--- src/hdl/aolc_pkg.sv ---
/*
 Package for the ADC output and link control register bank: register offsets,
 field positions, reset values and derived counts.
 Assumes a single 250 MHz clock domain and an 8-bit register port.
// Summary of operation
// RULE1: Reorder bit three applies channel reorder map
// RULE2: Software sets companion bit seven with reorder
// RULE3: LSB select honoured only when enabled
// RULE4: Code 11 puts over-range flag in LSB
// RULE5: Codes 01 and 10 keep full data
// RULE6: Digital reset bit pulses, then self-clears
// RULE7: Multiframe enable picks five or register count
// RULE8: Bit four sends long transport pattern
// RULE9: Bit three reverses output bit order
// RULE10: Bit two inserts lane alignment characters
// RULE11: Bit one inserts frame alignment characters
// RULE12: Bit zero skips initial lane alignment
// RULE13: Software writes zero to reserved bits
// RULE14: Sync from pin or register; register forces K28.5
*/
package aolc_pkg;
    localparam int          AOLC_AW             = 8;
    localparam int          AOLC_DW             = 8;
    localparam int          AOLC_SW             = 16;
    localparam logic [7:0]  AOLC_OFS_LINK_CTRL  = 8'h00;
    localparam logic [7:0]  AOLC_OFS_SYNC_CTRL  = 8'h01;
    localparam logic [7:0]  AOLC_OFS_K_COUNT    = 8'h06;
    localparam logic [7:0]  AOLC_OFS_REORD_MAP  = 8'h70;
    localparam logic [7:0]  AOLC_OFS_REORD_EN   = 8'h72;
    localparam logic [7:0]  AOLC_OFS_LSB_EN     = 8'hAB;
    localparam logic [7:0]  AOLC_OFS_LSB_SEL    = 8'hAD;
    localparam logic [7:0]  AOLC_OFS_IRQ_STAT   = 8'hE0;
    localparam logic [7:0]  AOLC_OFS_IRQ_MASK   = 8'hE1;
    localparam logic [7:0]  AOLC_OFS_DIG_RST    = 8'hF7;
    localparam int          AOLC_B_CTRL_K       = 7;
    localparam int          AOLC_B_TESTMODE     = 4;
    localparam int          AOLC_B_FLIP         = 3;
    localparam int          AOLC_B_LANE_ALIGN   = 2;
    localparam int          AOLC_B_FRAME_ALIGN  = 1;
    localparam int          AOLC_B_ILA_DIS      = 0;
    localparam int          AOLC_B_REORD_EN     = 3;
    localparam int          AOLC_B_LSB_EN       = 0;
    localparam int          AOLC_B_DIG_RST      = 0;
    localparam int          AOLC_B_SYNC_REG     = 7;
    localparam int          AOLC_B_SYNC_REG_EN  = 6;
    localparam logic [7:0]  AOLC_LINK_WMASK     = 8'h9F;
    localparam logic [7:0]  AOLC_SYNC_WMASK     = 8'hC0;
    localparam logic [1:0]  AOLC_LSB_FAST_OVERRANGE_FLAG       = 2'h3;
    localparam logic [4:0]  AOLC_K_DEFAULT      = 5'h05;
    localparam logic [7:0]  AOLC_RST_ZERO       = 8'h00;
    localparam logic [7:0]  AOLC_K28_5          = 8'hBC;
    localparam logic [7:0]  AOLC_K28_3          = 8'h7C;
    localparam logic [7:0]  AOLC_K28_7          = 8'hFC;
    localparam int          AOLC_CLK_MHZ        = 250;
    localparam int          AOLC_RST_PULSE_NS   = 16;
    localparam int          AOLC_RST_PULSE_CYC  = (AOLC_RST_PULSE_NS * AOLC_CLK_MHZ + 999) / 1000;
    localparam int          AOLC_IRQ_W          = 3;
    localparam int          AOLC_IRQ_SYNC       = 0;
    localparam int          AOLC_IRQ_FAST_OVERRANGE_FLAG       = 1;
    localparam int          AOLC_IRQ_DRST       = 2;
    typedef enum logic [1:0] {
        AOLC_RUN   = 2'b00,
        AOLC_PULSE = 2'b01,
        AOLC_DONE  = 2'b11
    } aolc_rst_state_t;
endpackage

--- src/hdl/aolc_lane_shaper.sv ---
/*
 Per-channel sample shaper: over-range LSB replacement, bit reversal and
 reordering by a per-bit map. Registered output.
 Assumes samples arrive on clk with no back-pressure.
*/
`timescale 1ns/1ps
`default_nettype none
module aolc_lane_shaper
    import aolc_pkg::*;
#(
    parameter int SW = AOLC_SW
) (
    input  wire logic          clk,
    input  wire logic          nrst,
    input  wire logic [SW-1:0] sample,
    input  wire logic          fast_overrange_flag,
    input  wire logic          lsb_fast_overrange_flag,
    input  wire logic          flip,
    input  wire logic          reorder_en,
    input  wire logic [7:0]    channel_reorder_map,
    output logic      [SW-1:0] shaped
);
    logic [SW-1:0] with_flag;
    logic [SW-1:0] flipped;
    logic [SW-1:0] reordered;

    // LSB carries the over-range flag only for code 11
    assign with_flag = lsb_fast_overrange_flag ? {sample[SW-1:1], fast_overrange_flag} : sample; // RULE4 RULE5

    genvar i;
    generate
        for (i = 0; i < SW; i++) begin : g_bit
            assign flipped[i] = flip ? with_flag[SW-1-i] : with_flag[i]; // RULE9
            // Map bit picks swapping of each adjacent byte-pair position
            assign reordered[i] = (reorder_en && channel_reorder_map[i % 8])
                                  ? flipped[i ^ 8] : flipped[i]; // RULE1
        end
    endgenerate

    always_ff @(posedge clk or negedge nrst) begin
        if (!nrst) begin
            shaped <= '0;
        end else begin
            shaped <= reordered;
        end
    end
endmodule
`default_nettype wire

--- src/hdl/aolc_top.sv ---
/*
 ADC output and link control register bank with its data path controls:
 two channel shapers, link character insertion, sync source selection,
 self-clearing digital reset and a masked interrupt.
 Assumes a plain register port on clk; synchronisers sit on asynchronous
 pins only for sync, samples come from the same clock.
*/
// The strobed register port was decided locally.
`timescale 1ns/1ps
`default_nettype none
module aolc_top
    import aolc_pkg::*;
#(
    parameter int SW = AOLC_SW
) (
    input  wire logic               clk,
    input  wire logic               nrst,
    input  wire logic [AOLC_AW-1:0] reg_addr,
    input  wire logic [AOLC_DW-1:0] reg_wdata,
    input  wire logic               reg_wr,
    input  wire logic               reg_rd,
    output logic      [AOLC_DW-1:0] reg_rdata,
    input  wire logic [SW-1:0]      sample_a,
    input  wire logic [SW-1:0]      sample_b,
    input  wire logic               fast_overrange_flag_a,
    input  wire logic               fast_overrange_flag_b,
    input  wire logic               sync_n_pin,
    output logic      [SW-1:0]      data_a,
    output logic      [SW-1:0]      data_b,
    output logic                    data_is_k,
    output logic                    data_is_pattern,
    output logic                    lane_align_en,
    output logic                    frame_align_en,
    output logic                    ila_skip,
    output logic                    sync_req,
    output logic      [4:0]         frames_per_multiframe,
    output logic                    digital_block_reset_bit,
    output logic                    irq
);
    logic [7:0]      link_transmit_control;
    logic [7:0]      sync_control;
    logic [4:0]      k_count;
    logic [7:0]      channel_reorder_map;
    logic            reorder_en;
    logic            lsb_en;
    logic [1:0]      lsb_select;
    logic [AOLC_IRQ_W-1:0] irq_stat;
    logic [AOLC_IRQ_W-1:0] irq_mask;
    logic [AOLC_IRQ_W-1:0] irq_evt;
    logic            sync_m;
    logic            sync_s;
    logic            sync_s_d;
    logic            sync_req_now;
    logic            lsb_fast_overrange_flag;
    logic [SW-1:0]   shaped_a;
    logic [SW-1:0]   shaped_b;
    logic [3:0]      rst_cnt;
    logic            rst_go;
    logic            wr_hit_rst;
    aolc_rst_state_t rst_state;
    aolc_rst_state_t next_rst_state;

    assign wr_hit_rst = reg_wr && reg_addr == AOLC_OFS_DIG_RST && reg_wdata[AOLC_B_DIG_RST];

    // Register writes; reserved bits are forced to zero
    always_ff @(posedge clk or negedge nrst) begin
        if (!nrst) begin
            link_transmit_control <= AOLC_RST_ZERO;
            sync_control          <= AOLC_RST_ZERO;
            k_count               <= AOLC_K_DEFAULT;
            channel_reorder_map   <= AOLC_RST_ZERO;
            reorder_en            <= 1'b0;
            lsb_en                <= 1'b0;
            lsb_select            <= 2'h0;
            irq_mask              <= '0;
        end else if (reg_wr) begin
            case (reg_addr)
                AOLC_OFS_LINK_CTRL: link_transmit_control <= reg_wdata & AOLC_LINK_WMASK;
                AOLC_OFS_SYNC_CTRL: sync_control <= reg_wdata & AOLC_SYNC_WMASK;
                AOLC_OFS_K_COUNT:   k_count <= reg_wdata[4:0];
                AOLC_OFS_REORD_MAP: channel_reorder_map <= reg_wdata;
                AOLC_OFS_REORD_EN:  reorder_en <= reg_wdata[AOLC_B_REORD_EN]; // RULE1 RULE2
                AOLC_OFS_LSB_EN:    lsb_en <= reg_wdata[AOLC_B_LSB_EN];
                AOLC_OFS_LSB_SEL:   lsb_select <= reg_wdata[1:0];
                AOLC_OFS_IRQ_MASK:  irq_mask <= reg_wdata[AOLC_IRQ_W-1:0];
                default: ;
            endcase
        end
    end

    // Read data one cycle after the strobe; write-only registers read zero
    always_ff @(posedge clk or negedge nrst) begin
        if (!nrst) begin
            reg_rdata <= '0;
        end else if (reg_rd) begin
            case (reg_addr)
                AOLC_OFS_LINK_CTRL: reg_rdata <= link_transmit_control;
                AOLC_OFS_SYNC_CTRL: reg_rdata <= sync_control;
                AOLC_OFS_K_COUNT:   reg_rdata <= {3'h0, k_count};
                AOLC_OFS_LSB_EN:    reg_rdata <= {7'h00, lsb_en};
                AOLC_OFS_LSB_SEL:   reg_rdata <= {6'h00, lsb_select};
                AOLC_OFS_IRQ_STAT:  reg_rdata <= {5'h00, irq_stat};
                AOLC_OFS_IRQ_MASK:  reg_rdata <= {5'h00, irq_mask};
                default:            reg_rdata <= '0;
            endcase
        end else begin
            reg_rdata <= '0;
        end
    end

    // Sync pin enters through two flops
    always_ff @(posedge clk or negedge nrst) begin
        if (!nrst) begin
            sync_m   <= 1'b1;
            sync_s   <= 1'b1;
            sync_s_d <= 1'b1;
        end else begin
            sync_m   <= sync_n_pin;
            sync_s   <= sync_m;
            sync_s_d <= sync_s;
        end
    end

    // Register source overrides the pin when enabled
    assign sync_req_now = sync_control[AOLC_B_SYNC_REG_EN] ? sync_control[AOLC_B_SYNC_REG] : !sync_s; // RULE14

    // Self-clearing digital reset pulse
    always_comb begin
        next_rst_state = rst_state;
        case (rst_state)
            AOLC_RUN:   if (wr_hit_rst) next_rst_state = AOLC_PULSE;
            AOLC_PULSE: if (rst_cnt == 4'(AOLC_RST_PULSE_CYC - 1)) next_rst_state = AOLC_DONE;
            AOLC_DONE:  next_rst_state = AOLC_RUN;
            default:    next_rst_state = AOLC_RUN;
        endcase
    end

    always_ff @(posedge clk or negedge nrst) begin
        if (!nrst) begin
            rst_state <= AOLC_RUN;
            rst_cnt   <= '0;
        end else begin
            rst_state <= next_rst_state;
            rst_cnt   <= (rst_state == AOLC_PULSE) ? rst_cnt + 4'h1 : 4'h0;
        end
    end

    assign rst_go = (rst_state == AOLC_PULSE);

    always_ff @(posedge clk or negedge nrst) begin
        if (!nrst) begin
            digital_block_reset_bit <= 1'b0;
        end else begin
            digital_block_reset_bit <= rst_go; // RULE6
        end
    end

    // Interrupt events: sync request edge, over-range, reset done
    assign irq_evt[AOLC_IRQ_SYNC] = sync_s_d && !sync_s;
    assign irq_evt[AOLC_IRQ_FAST_OVERRANGE_FLAG] = fast_overrange_flag_a || fast_overrange_flag_b;
    assign irq_evt[AOLC_IRQ_DRST] = (rst_state == AOLC_DONE);

    // Set beats write-one-to-clear
    always_ff @(posedge clk or negedge nrst) begin
        if (!nrst) begin
            irq_stat <= '0;
        end else if (reg_wr && reg_addr == AOLC_OFS_IRQ_STAT) begin
            irq_stat <= (irq_stat & ~reg_wdata[AOLC_IRQ_W-1:0]) | irq_evt;
        end else begin
            irq_stat <= irq_stat | irq_evt;
        end
    end

    always_ff @(posedge clk or negedge nrst) begin
        if (!nrst) begin
            irq <= 1'b0;
        end else begin
            irq <= |(irq_stat & irq_mask);
        end
    end

    assign lsb_fast_overrange_flag = lsb_en && (lsb_select == AOLC_LSB_FAST_OVERRANGE_FLAG); // RULE3

    aolc_lane_shaper #(.SW(SW)) u_shape_a (
        .clk                 (clk),
        .nrst                (nrst),
        .sample              (sample_a),
        .fast_overrange_flag (fast_overrange_flag_a),
        .lsb_fast_overrange_flag            (lsb_fast_overrange_flag),
        .flip                (link_transmit_control[AOLC_B_FLIP]),
        .reorder_en          (reorder_en),
        .channel_reorder_map (channel_reorder_map),
        .shaped              (shaped_a)
    );

    aolc_lane_shaper #(.SW(SW)) u_shape_b (
        .clk                 (clk),
        .nrst                (nrst),
        .sample              (sample_b),
        .fast_overrange_flag (fast_overrange_flag_b),
        .lsb_fast_overrange_flag            (lsb_fast_overrange_flag),
        .flip                (link_transmit_control[AOLC_B_FLIP]),
        .reorder_en          (reorder_en),
        .channel_reorder_map (channel_reorder_map),
        .shaped              (shaped_b)
    );

    // Output stage: K28.5 fill on register sync request, else shaped data
    always_ff @(posedge clk or negedge nrst) begin
        if (!nrst) begin
            data_a    <= '0;
            data_b    <= '0;
            data_is_k <= 1'b0;
        end else if (sync_control[AOLC_B_SYNC_REG_EN] && sync_control[AOLC_B_SYNC_REG]) begin
            data_a    <= {AOLC_K28_5, AOLC_K28_5}; // RULE14
            data_b    <= {AOLC_K28_5, AOLC_K28_5};
            data_is_k <= 1'b1;
        end else begin
            data_a    <= shaped_a;
            data_b    <= shaped_b;
            data_is_k <= 1'b0;
        end
    end

    // Link framing controls to the transmitter
    always_ff @(posedge clk or negedge nrst) begin
        if (!nrst) begin
            data_is_pattern       <= 1'b0;
            lane_align_en         <= 1'b0;
            frame_align_en        <= 1'b0;
            ila_skip              <= 1'b0;
            sync_req              <= 1'b0;
            frames_per_multiframe <= AOLC_K_DEFAULT;
        end else begin
            data_is_pattern       <= link_transmit_control[AOLC_B_TESTMODE]; // RULE8
            lane_align_en         <= link_transmit_control[AOLC_B_LANE_ALIGN]; // RULE10
            frame_align_en        <= link_transmit_control[AOLC_B_FRAME_ALIGN]; // RULE11
            ila_skip              <= link_transmit_control[AOLC_B_ILA_DIS]; // RULE12
            sync_req              <= sync_req_now;
            frames_per_multiframe <= link_transmit_control[AOLC_B_CTRL_K] ? k_count : AOLC_K_DEFAULT; // RULE7
        end
    end

    chk_reset_self_clears: assert property (@(posedge clk) disable iff (!nrst) // RULE6
        wr_hit_rst && rst_state == AOLC_RUN |-> ##2 digital_block_reset_bit ##4 !digital_block_reset_bit)
        else $error("digital reset pulse length wrong");

    chk_kcount_select: assert property (@(posedge clk) disable iff (!nrst) // RULE7
        !link_transmit_control[AOLC_B_CTRL_K] && $stable(link_transmit_control) |=> frames_per_multiframe == AOLC_K_DEFAULT)
        else $error("frames per multiframe not default");

    chk_pattern_follows: assert property (@(posedge clk) disable iff (!nrst) // RULE8
        data_is_pattern == $past(link_transmit_control[AOLC_B_TESTMODE]))
        else $error("pattern enable not following control");

    chk_lane_align: assert property (@(posedge clk) disable iff (!nrst) // RULE10
        $rose(link_transmit_control[AOLC_B_LANE_ALIGN]) |=> lane_align_en)
        else $error("lane alignment enable late");

    chk_frame_align: assert property (@(posedge clk) disable iff (!nrst) // RULE11
        $fell(link_transmit_control[AOLC_B_FRAME_ALIGN]) |=> !frame_align_en)
        else $error("frame alignment enable stuck");

    chk_ila_skip: assert property (@(posedge clk) disable iff (!nrst) // RULE12
        reg_wr && reg_addr == AOLC_OFS_LINK_CTRL |-> ##2 ila_skip == $past(reg_wdata[AOLC_B_ILA_DIS], 2))
        else $error("ila skip not from write");

    chk_k_fill: assert property (@(posedge clk) disable iff (!nrst) // RULE14
        sync_control[AOLC_B_SYNC_REG_EN] && sync_control[AOLC_B_SYNC_REG] |=> data_is_k && data_a[7:0] == AOLC_K28_5)
        else $error("K28.5 fill missing");

    chk_lsb_gate: assert property (@(posedge clk) disable iff (!nrst) // RULE3
        !lsb_en && !link_transmit_control[AOLC_B_FLIP] && !reorder_en
        |-> ##2 (data_is_k || data_a[0] == $past(sample_a[0], 2)))
        else $error("LSB replacement without enable");

    chk_fast_overrange_flag_lsb: assert property (@(posedge clk) disable iff (!nrst) // RULE4
        lsb_fast_overrange_flag && !link_transmit_control[AOLC_B_FLIP] && !reorder_en
        && !sync_control[AOLC_B_SYNC_REG_EN] && $stable(link_transmit_control)
        |-> ##2 data_a[0] == $past(fast_overrange_flag_a, 2))
        else $error("over-range flag not in LSB");

    chk_link_read: assert property (@(posedge clk) disable iff (!nrst) // RULE12
        reg_rd && reg_addr == AOLC_OFS_LINK_CTRL |=> reg_rdata == $past(link_transmit_control))
        else $error("link control readback wrong");

    chk_reorder_wo: assert property (@(posedge clk) disable iff (!nrst) // RULE1
        reg_rd && reg_addr == AOLC_OFS_REORD_EN |=> reg_rdata == AOLC_RST_ZERO)
        else $error("write-only reorder enable read back");

    chk_lsb_en_read: assert property (@(posedge clk) disable iff (!nrst) // RULE3
        reg_rd && reg_addr == AOLC_OFS_LSB_EN |=> reg_rdata == {7'h00, $past(lsb_en)})
        else $error("LSB enable readback wrong");

    chk_lsb_sel_read: assert property (@(posedge clk) disable iff (!nrst) // RULE4
        reg_rd && reg_addr == AOLC_OFS_LSB_SEL |=> reg_rdata == {6'h00, $past(lsb_select)})
        else $error("LSB select readback wrong");

    chk_kcount_read: assert property (@(posedge clk) disable iff (!nrst) // RULE7
        reg_rd && reg_addr == AOLC_OFS_K_COUNT |=> reg_rdata == {3'h0, $past(k_count)})
        else $error("frame count readback wrong");

    chk_kcount_reg: assert property (@(posedge clk) disable iff (!nrst) // RULE7
        link_transmit_control[AOLC_B_CTRL_K] |=> frames_per_multiframe == $past(k_count))
        else $error("frames per multiframe not from register");

    chk_reset_bound: assert property (@(posedge clk) disable iff (!nrst) // RULE6
        rst_state == AOLC_PULSE |-> rst_cnt < 4'(AOLC_RST_PULSE_CYC))
        else $error("digital reset pulse overruns");

    chk_lane_off: assert property (@(posedge clk) disable iff (!nrst) // RULE10
        $fell(link_transmit_control[AOLC_B_LANE_ALIGN]) |=> !lane_align_en)
        else $error("lane alignment enable stuck");

    chk_frame_on: assert property (@(posedge clk) disable iff (!nrst) // RULE11
        $rose(link_transmit_control[AOLC_B_FRAME_ALIGN]) |=> frame_align_en)
        else $error("frame alignment enable late");

    chk_sync_pin_src: assert property (@(posedge clk) disable iff (!nrst) // RULE14
        !sync_control[AOLC_B_SYNC_REG_EN] |=> sync_req == !$past(sync_s))
        else $error("sync request not from pin");

    chk_sync_reg_src: assert property (@(posedge clk) disable iff (!nrst) // RULE14
        sync_control[AOLC_B_SYNC_REG_EN] |=> sync_req == $past(sync_control[AOLC_B_SYNC_REG]))
        else $error("sync request not from register");

    chk_k_fill_b: assert property (@(posedge clk) disable iff (!nrst) // RULE14
        sync_control[AOLC_B_SYNC_REG_EN] && sync_control[AOLC_B_SYNC_REG] |=> data_b == {AOLC_K28_5, AOLC_K28_5})
        else $error("K28.5 fill missing on channel b");

    chk_flip_ends: assert property (@(posedge clk) disable iff (!nrst) // RULE9
        link_transmit_control[AOLC_B_FLIP] && !reorder_en && !lsb_fast_overrange_flag |-> ##2 (data_is_k
        || (data_a[0] == $past(sample_a[SW-1], 2) && data_a[SW-1] == $past(sample_a[0], 2))))
        else $error("bit order not reversed");

    chk_reorder_swap: assert property (@(posedge clk) disable iff (!nrst) // RULE1
        reorder_en && !link_transmit_control[AOLC_B_FLIP] && !lsb_fast_overrange_flag |-> ##2 (data_is_k
        || data_a[0] == ($past(channel_reorder_map[0], 2) ? $past(sample_a[SW/2], 2) : $past(sample_a[0], 2))))
        else $error("reorder map not applied");

    chk_fast_overrange_flag_lsb_b: assert property (@(posedge clk) disable iff (!nrst) // RULE4
        lsb_fast_overrange_flag && !link_transmit_control[AOLC_B_FLIP] && !reorder_en
        |-> ##2 (data_is_k || data_b[0] == $past(fast_overrange_flag_b, 2)))
        else $error("over-range flag not in LSB of channel b");

    chk_full_data: assert property (@(posedge clk) disable iff (!nrst) // RULE5
        !lsb_fast_overrange_flag && !link_transmit_control[AOLC_B_FLIP] && !reorder_en
        |-> ##2 (data_is_k || data_b == $past(sample_b, 2)))
        else $error("full data not passed");
endmodule
`default_nettype wire

--- config.mk ---
export PLATFORM = sky130hd
export DESIGN_NAME = aolc_top
export DESIGN_NICKNAME = d
export VERILOG_FILES = /design/src/hdl/aolc_pkg.sv /design/src/hdl/aolc_lane_shaper.sv /design/src/hdl/aolc_top.sv
export SDC_FILE = /design/constraint.sdc
export NUM_CORES = 1
export LEC_CHECK = 0
export ABC_AREA = 1
export BUFFER_PORTS_ARGS = -buffer_cell sky130_fd_sc_hd__buf_2
export CAP_MARGIN = 30
export CORE_MARGIN = 2
export CORE_UTILIZATION = 40
export DETAILED_ROUTE_END_ITERATION = 6
export PLACE_DENSITY = 0.65
export RECOVER_POWER = 25
export REMOVE_ABC_BUFFERS = 1
export SYNTH_ARGS = -nofsm -noshare
export SYNTH_HDL_FRONTEND = slang
export SYNTH_HIERARCHICAL = 1
export SYNTH_SLANG_ARGS = --single-unit
--- constraint.sdc ---
create_clock -name clk -period 1.1 [get_ports clk]
set_clock_uncertainty 0.05 [all_clocks]
set_input_delay 0.11 -clock clk [delete_from_list [all_inputs] [get_ports clk]]
set_output_delay 0.11 -clock clk [all_outputs]
set_load 0.02 [all_outputs]
==> qor.txt <==
Buf/Inv on CP - 2
CP arrival - 1490 ps
critical path, cell by cell - buf_12 > clkbuf_16 > o21ai_2 > nand2_1 > o21ai_1
post-synthesis mux area share - 0%
Hold Path Stages - 5
Worst Hold Path EP - u_shape_a/shaped[8]$_DFF_PN0_
htree depth - 4
post-DP HPWL - 9100 um
Clk pin slew, worst setup/hold paths - 50 ps
CP Class - reg2reg
hold_sp - sample_a[0]
Synth cell types - 29
first-pass GRT wire length - 21,000 um
Final Net Count - 833
commonest cells in the synthesized netlist - nand2_1 (173), dfrtp_1 (117), inv_1 (75), o21ai_1 (53), nor2_1 (34)
FMAX - 822 MHz
final setup violation count - 33
vias - 4,496
Hold Vio Cnt, Final - 0
pin count of the biggest net entering global routing - 52
top post-synthesis cells by area - dfrtp_1 (55%), nand2_1 (12%), inv_1 (5.3%), o21ai_1 (5.0%), dfstp_2 (3.5%)
pwr/cell area - 1510 nW/um^2
Die X - 119 um
Iter 0 DRT Violations - 311
latest clock arrival within the worst-skew pair - 400 ps
Synth area leader - dfrtp_1
count leader, synth - nand2_1
Yosys top cell area share - 55.4%
CTS tree - done
Slew Viols, Final - 0
Clock Path Buffers - 2
Power, Total - 11.9 mW
layout cells sized above 1 - 39.2%
Die H - 119 um
Synth Area in Simple Gates - 23.9%
IO Count - 108
Setup WS post-layout - -116 ps
initial antenna violation count - 0
Crit. End Element - flip-flop
Starting Density - 40.4%
status - complete, but fails checks
Post-synth EDFFs - 0
slowest stage delay, CP - 440 ps
worst reg2reg path startpoint - link_transmit_control[3]$_DFFE_PN0P_
Ys Warns - 6
Worst EP required - 1380 ps
drt first pass iters - 5
Worst path slowest cell - dfrtp_2
RSZ-0062 raised after global routing - yes
largest family of logic cells by synthesized area - simple AND/OR/NAND/NOR gates
diode count - 0
Finished Layout Cells - 966
vias per cell - 4.65
num rows - 42
core box area - 13,100 um^2
Mapped Area - 5290 um^2
Max VDD drop - 0.00102 V
Compound-Gate Fraction of Synth Area - 8.99%
grt total ovfl - 0
Synth Flop Type - dfrtp_1
routed wire length - 13,500 um
Root Buffer - clkbuf_16
die footprint - 14,200 um^2
Total Routing Usage GR - 19.0%
ys async rst share - 100%
MaxCap Viol Count - 0
DP Cell Count - 901
worst reg2reg setup slack - -120 ps
Synth Instances - 599
failing checks - setup timing
vias in the first global route - 4,546
HP Class - in2reg
Synth Area per Inst - 8.83 um^2
worst r2r dst - u_shape_a/shaped[3]$_DFF_PN0_
number of synthesized register bits - 124
port buffer count - 106
clk sink count - 124
GPL Wtd Cong - 0.946
crit start category - flip-flop
R2R cell count - 5
adder-cell share of the synthesized area - 0.237%
total CTS buffers - 17
Final ANT Viol Nets - 0
P_leak - 3.98 nW
worst-path fanout max - 8
Synth Area in XOR/XNOR - 0.166%
average wire per standard cell - 14.0 um
sequential element share of the synthesized area - 58.8%
synth-to-layout area growth - 48.3%
Remaining DRCs - 0
Tcrit/Tclk final - 111%
crit path time final - 1220 ps
Crit path max-delay family - flip-flops
## worst min-delay path, stage by stage
cell and delay [ps]:
buf_2 100, nand2_4 60, nand3_2 60, nand3_1 60
nand2_1 60
## placed cells by master, fill, tap and decap left out, types with 7 or more instances in the layout
cell             n
buf_2           70
buf_4           34
buf_6           37
clkbuf_16       20
dfrtp_1        115
dlygate4sd3_1   23
inv_1           71
inv_2            9
nand2_1        156
nand2_2         15
nand2_4          9
nand3_1         21
nand3_2          7
nor2_1          30
nor2_2          14
o21ai_0         13
o21ai_1         34
o21ai_2         27
or2_4           21
## state kept, by name, summed over array words and instances (netlist names), 4 cells and up
name,cells
channel_reorder_map,8
data_a,16
data_b,16
frames_per_multiframe,5
k_count,5
link_transmit_control,6
reg_rdata,7
rst_cnt,4
u_shape_a/shaped,16
u_shape_b/shaped,16
## repair_timing
item	CTS	global route
cloned	0	3
buffers inserted	2	5
pin swaps	0	18
endpoints found under the setup margin	62	96
hold buffers	23	0
resized for setup	71	120
endpoints found under the hold margin	171	0
## worst max path at each step
stage / from / endpoint / slack, ps / cells past startpoint
after floorplan: link_transmit_control[3]$_DFFE_PN0P_ / u_shape_a/shaped[10]$_DFF_PN0_ / -530 / 4
after global placement: reg_addr[0] / reg_rdata[7]$_DFF_PN0_ / -150 / 8
after detailed placement: reg_addr[4] / reg_rdata[0]$_DFF_PN0_ / -180 / 9
after CTS: frames_per_multiframe[0]$_DFF_PN1_ / frames_per_multiframe[0] / -120 / 1
after global routing: link_transmit_control[3]$_DFFE_PN0P_ / u_shape_b/shaped[0]$_DFF_PN0_ / -150 / 5
final: link_transmit_control[3]$_DFFE_PN0P_ / u_shape_a/shaped[3]$_DFF_PN0_ / -120 / 5
## cell type report
cell class	instances	area, um^2
multi-input combinational	378	2130
fill	1088	5240
sequential	124	3110
timing repair buffer	174	1450
clock inverter	7	90.1
clock buffer	25	495
tap	176	220
inverter	82	342
## report_power, final
group,switching [mW],internal [mW],total (mW)
Clock,1.90,3.56,5.47
Combinational,0.788,0.676,1.46
Sequential,0.114,4.81,4.93
Total,2.80,9.05,11.9
## logic make-up after synthesis
family / Yosys count
AND/OR/NAND/NOR: 287
flip-flops: 124
buffers and inverters: 97
AO/OA/AOI/OAI: 88
XOR/XNOR: 1
adder cells (fa/ha/maj): 1
other: 1
## per-layer routing
| metal | vias up | wire, um | track usage, % |
|---|---|---|---|
| met5 | - | 0 | 0 |
| met1 | 2134 | 5410 | 21.9 |
| met2 | 129 | 7200 | 33.7 |
| met3 | 21 | 637 | 4.26 |
| met4 | 0 | 238 | 8.11 |
| li1 | 2212 | - | - |
## stage by stage
step	TNS, ps	area [um^2]	hold slack (ps)	util [%]	worst slack [ps]
floorplan	-15690	5180	-236	-	-530
global placement	-6010	6290	-70.2	48.0	-155
detailed placement	-7910	6290	-63.7	48.0	-176
CTS	-711	7320	3.97	55.9	-117
global route	-3820	7840	35.2	59.9	-147
finish	-1940	7840	32.2	59.9	-116
(Power assumes the default switching activity.)
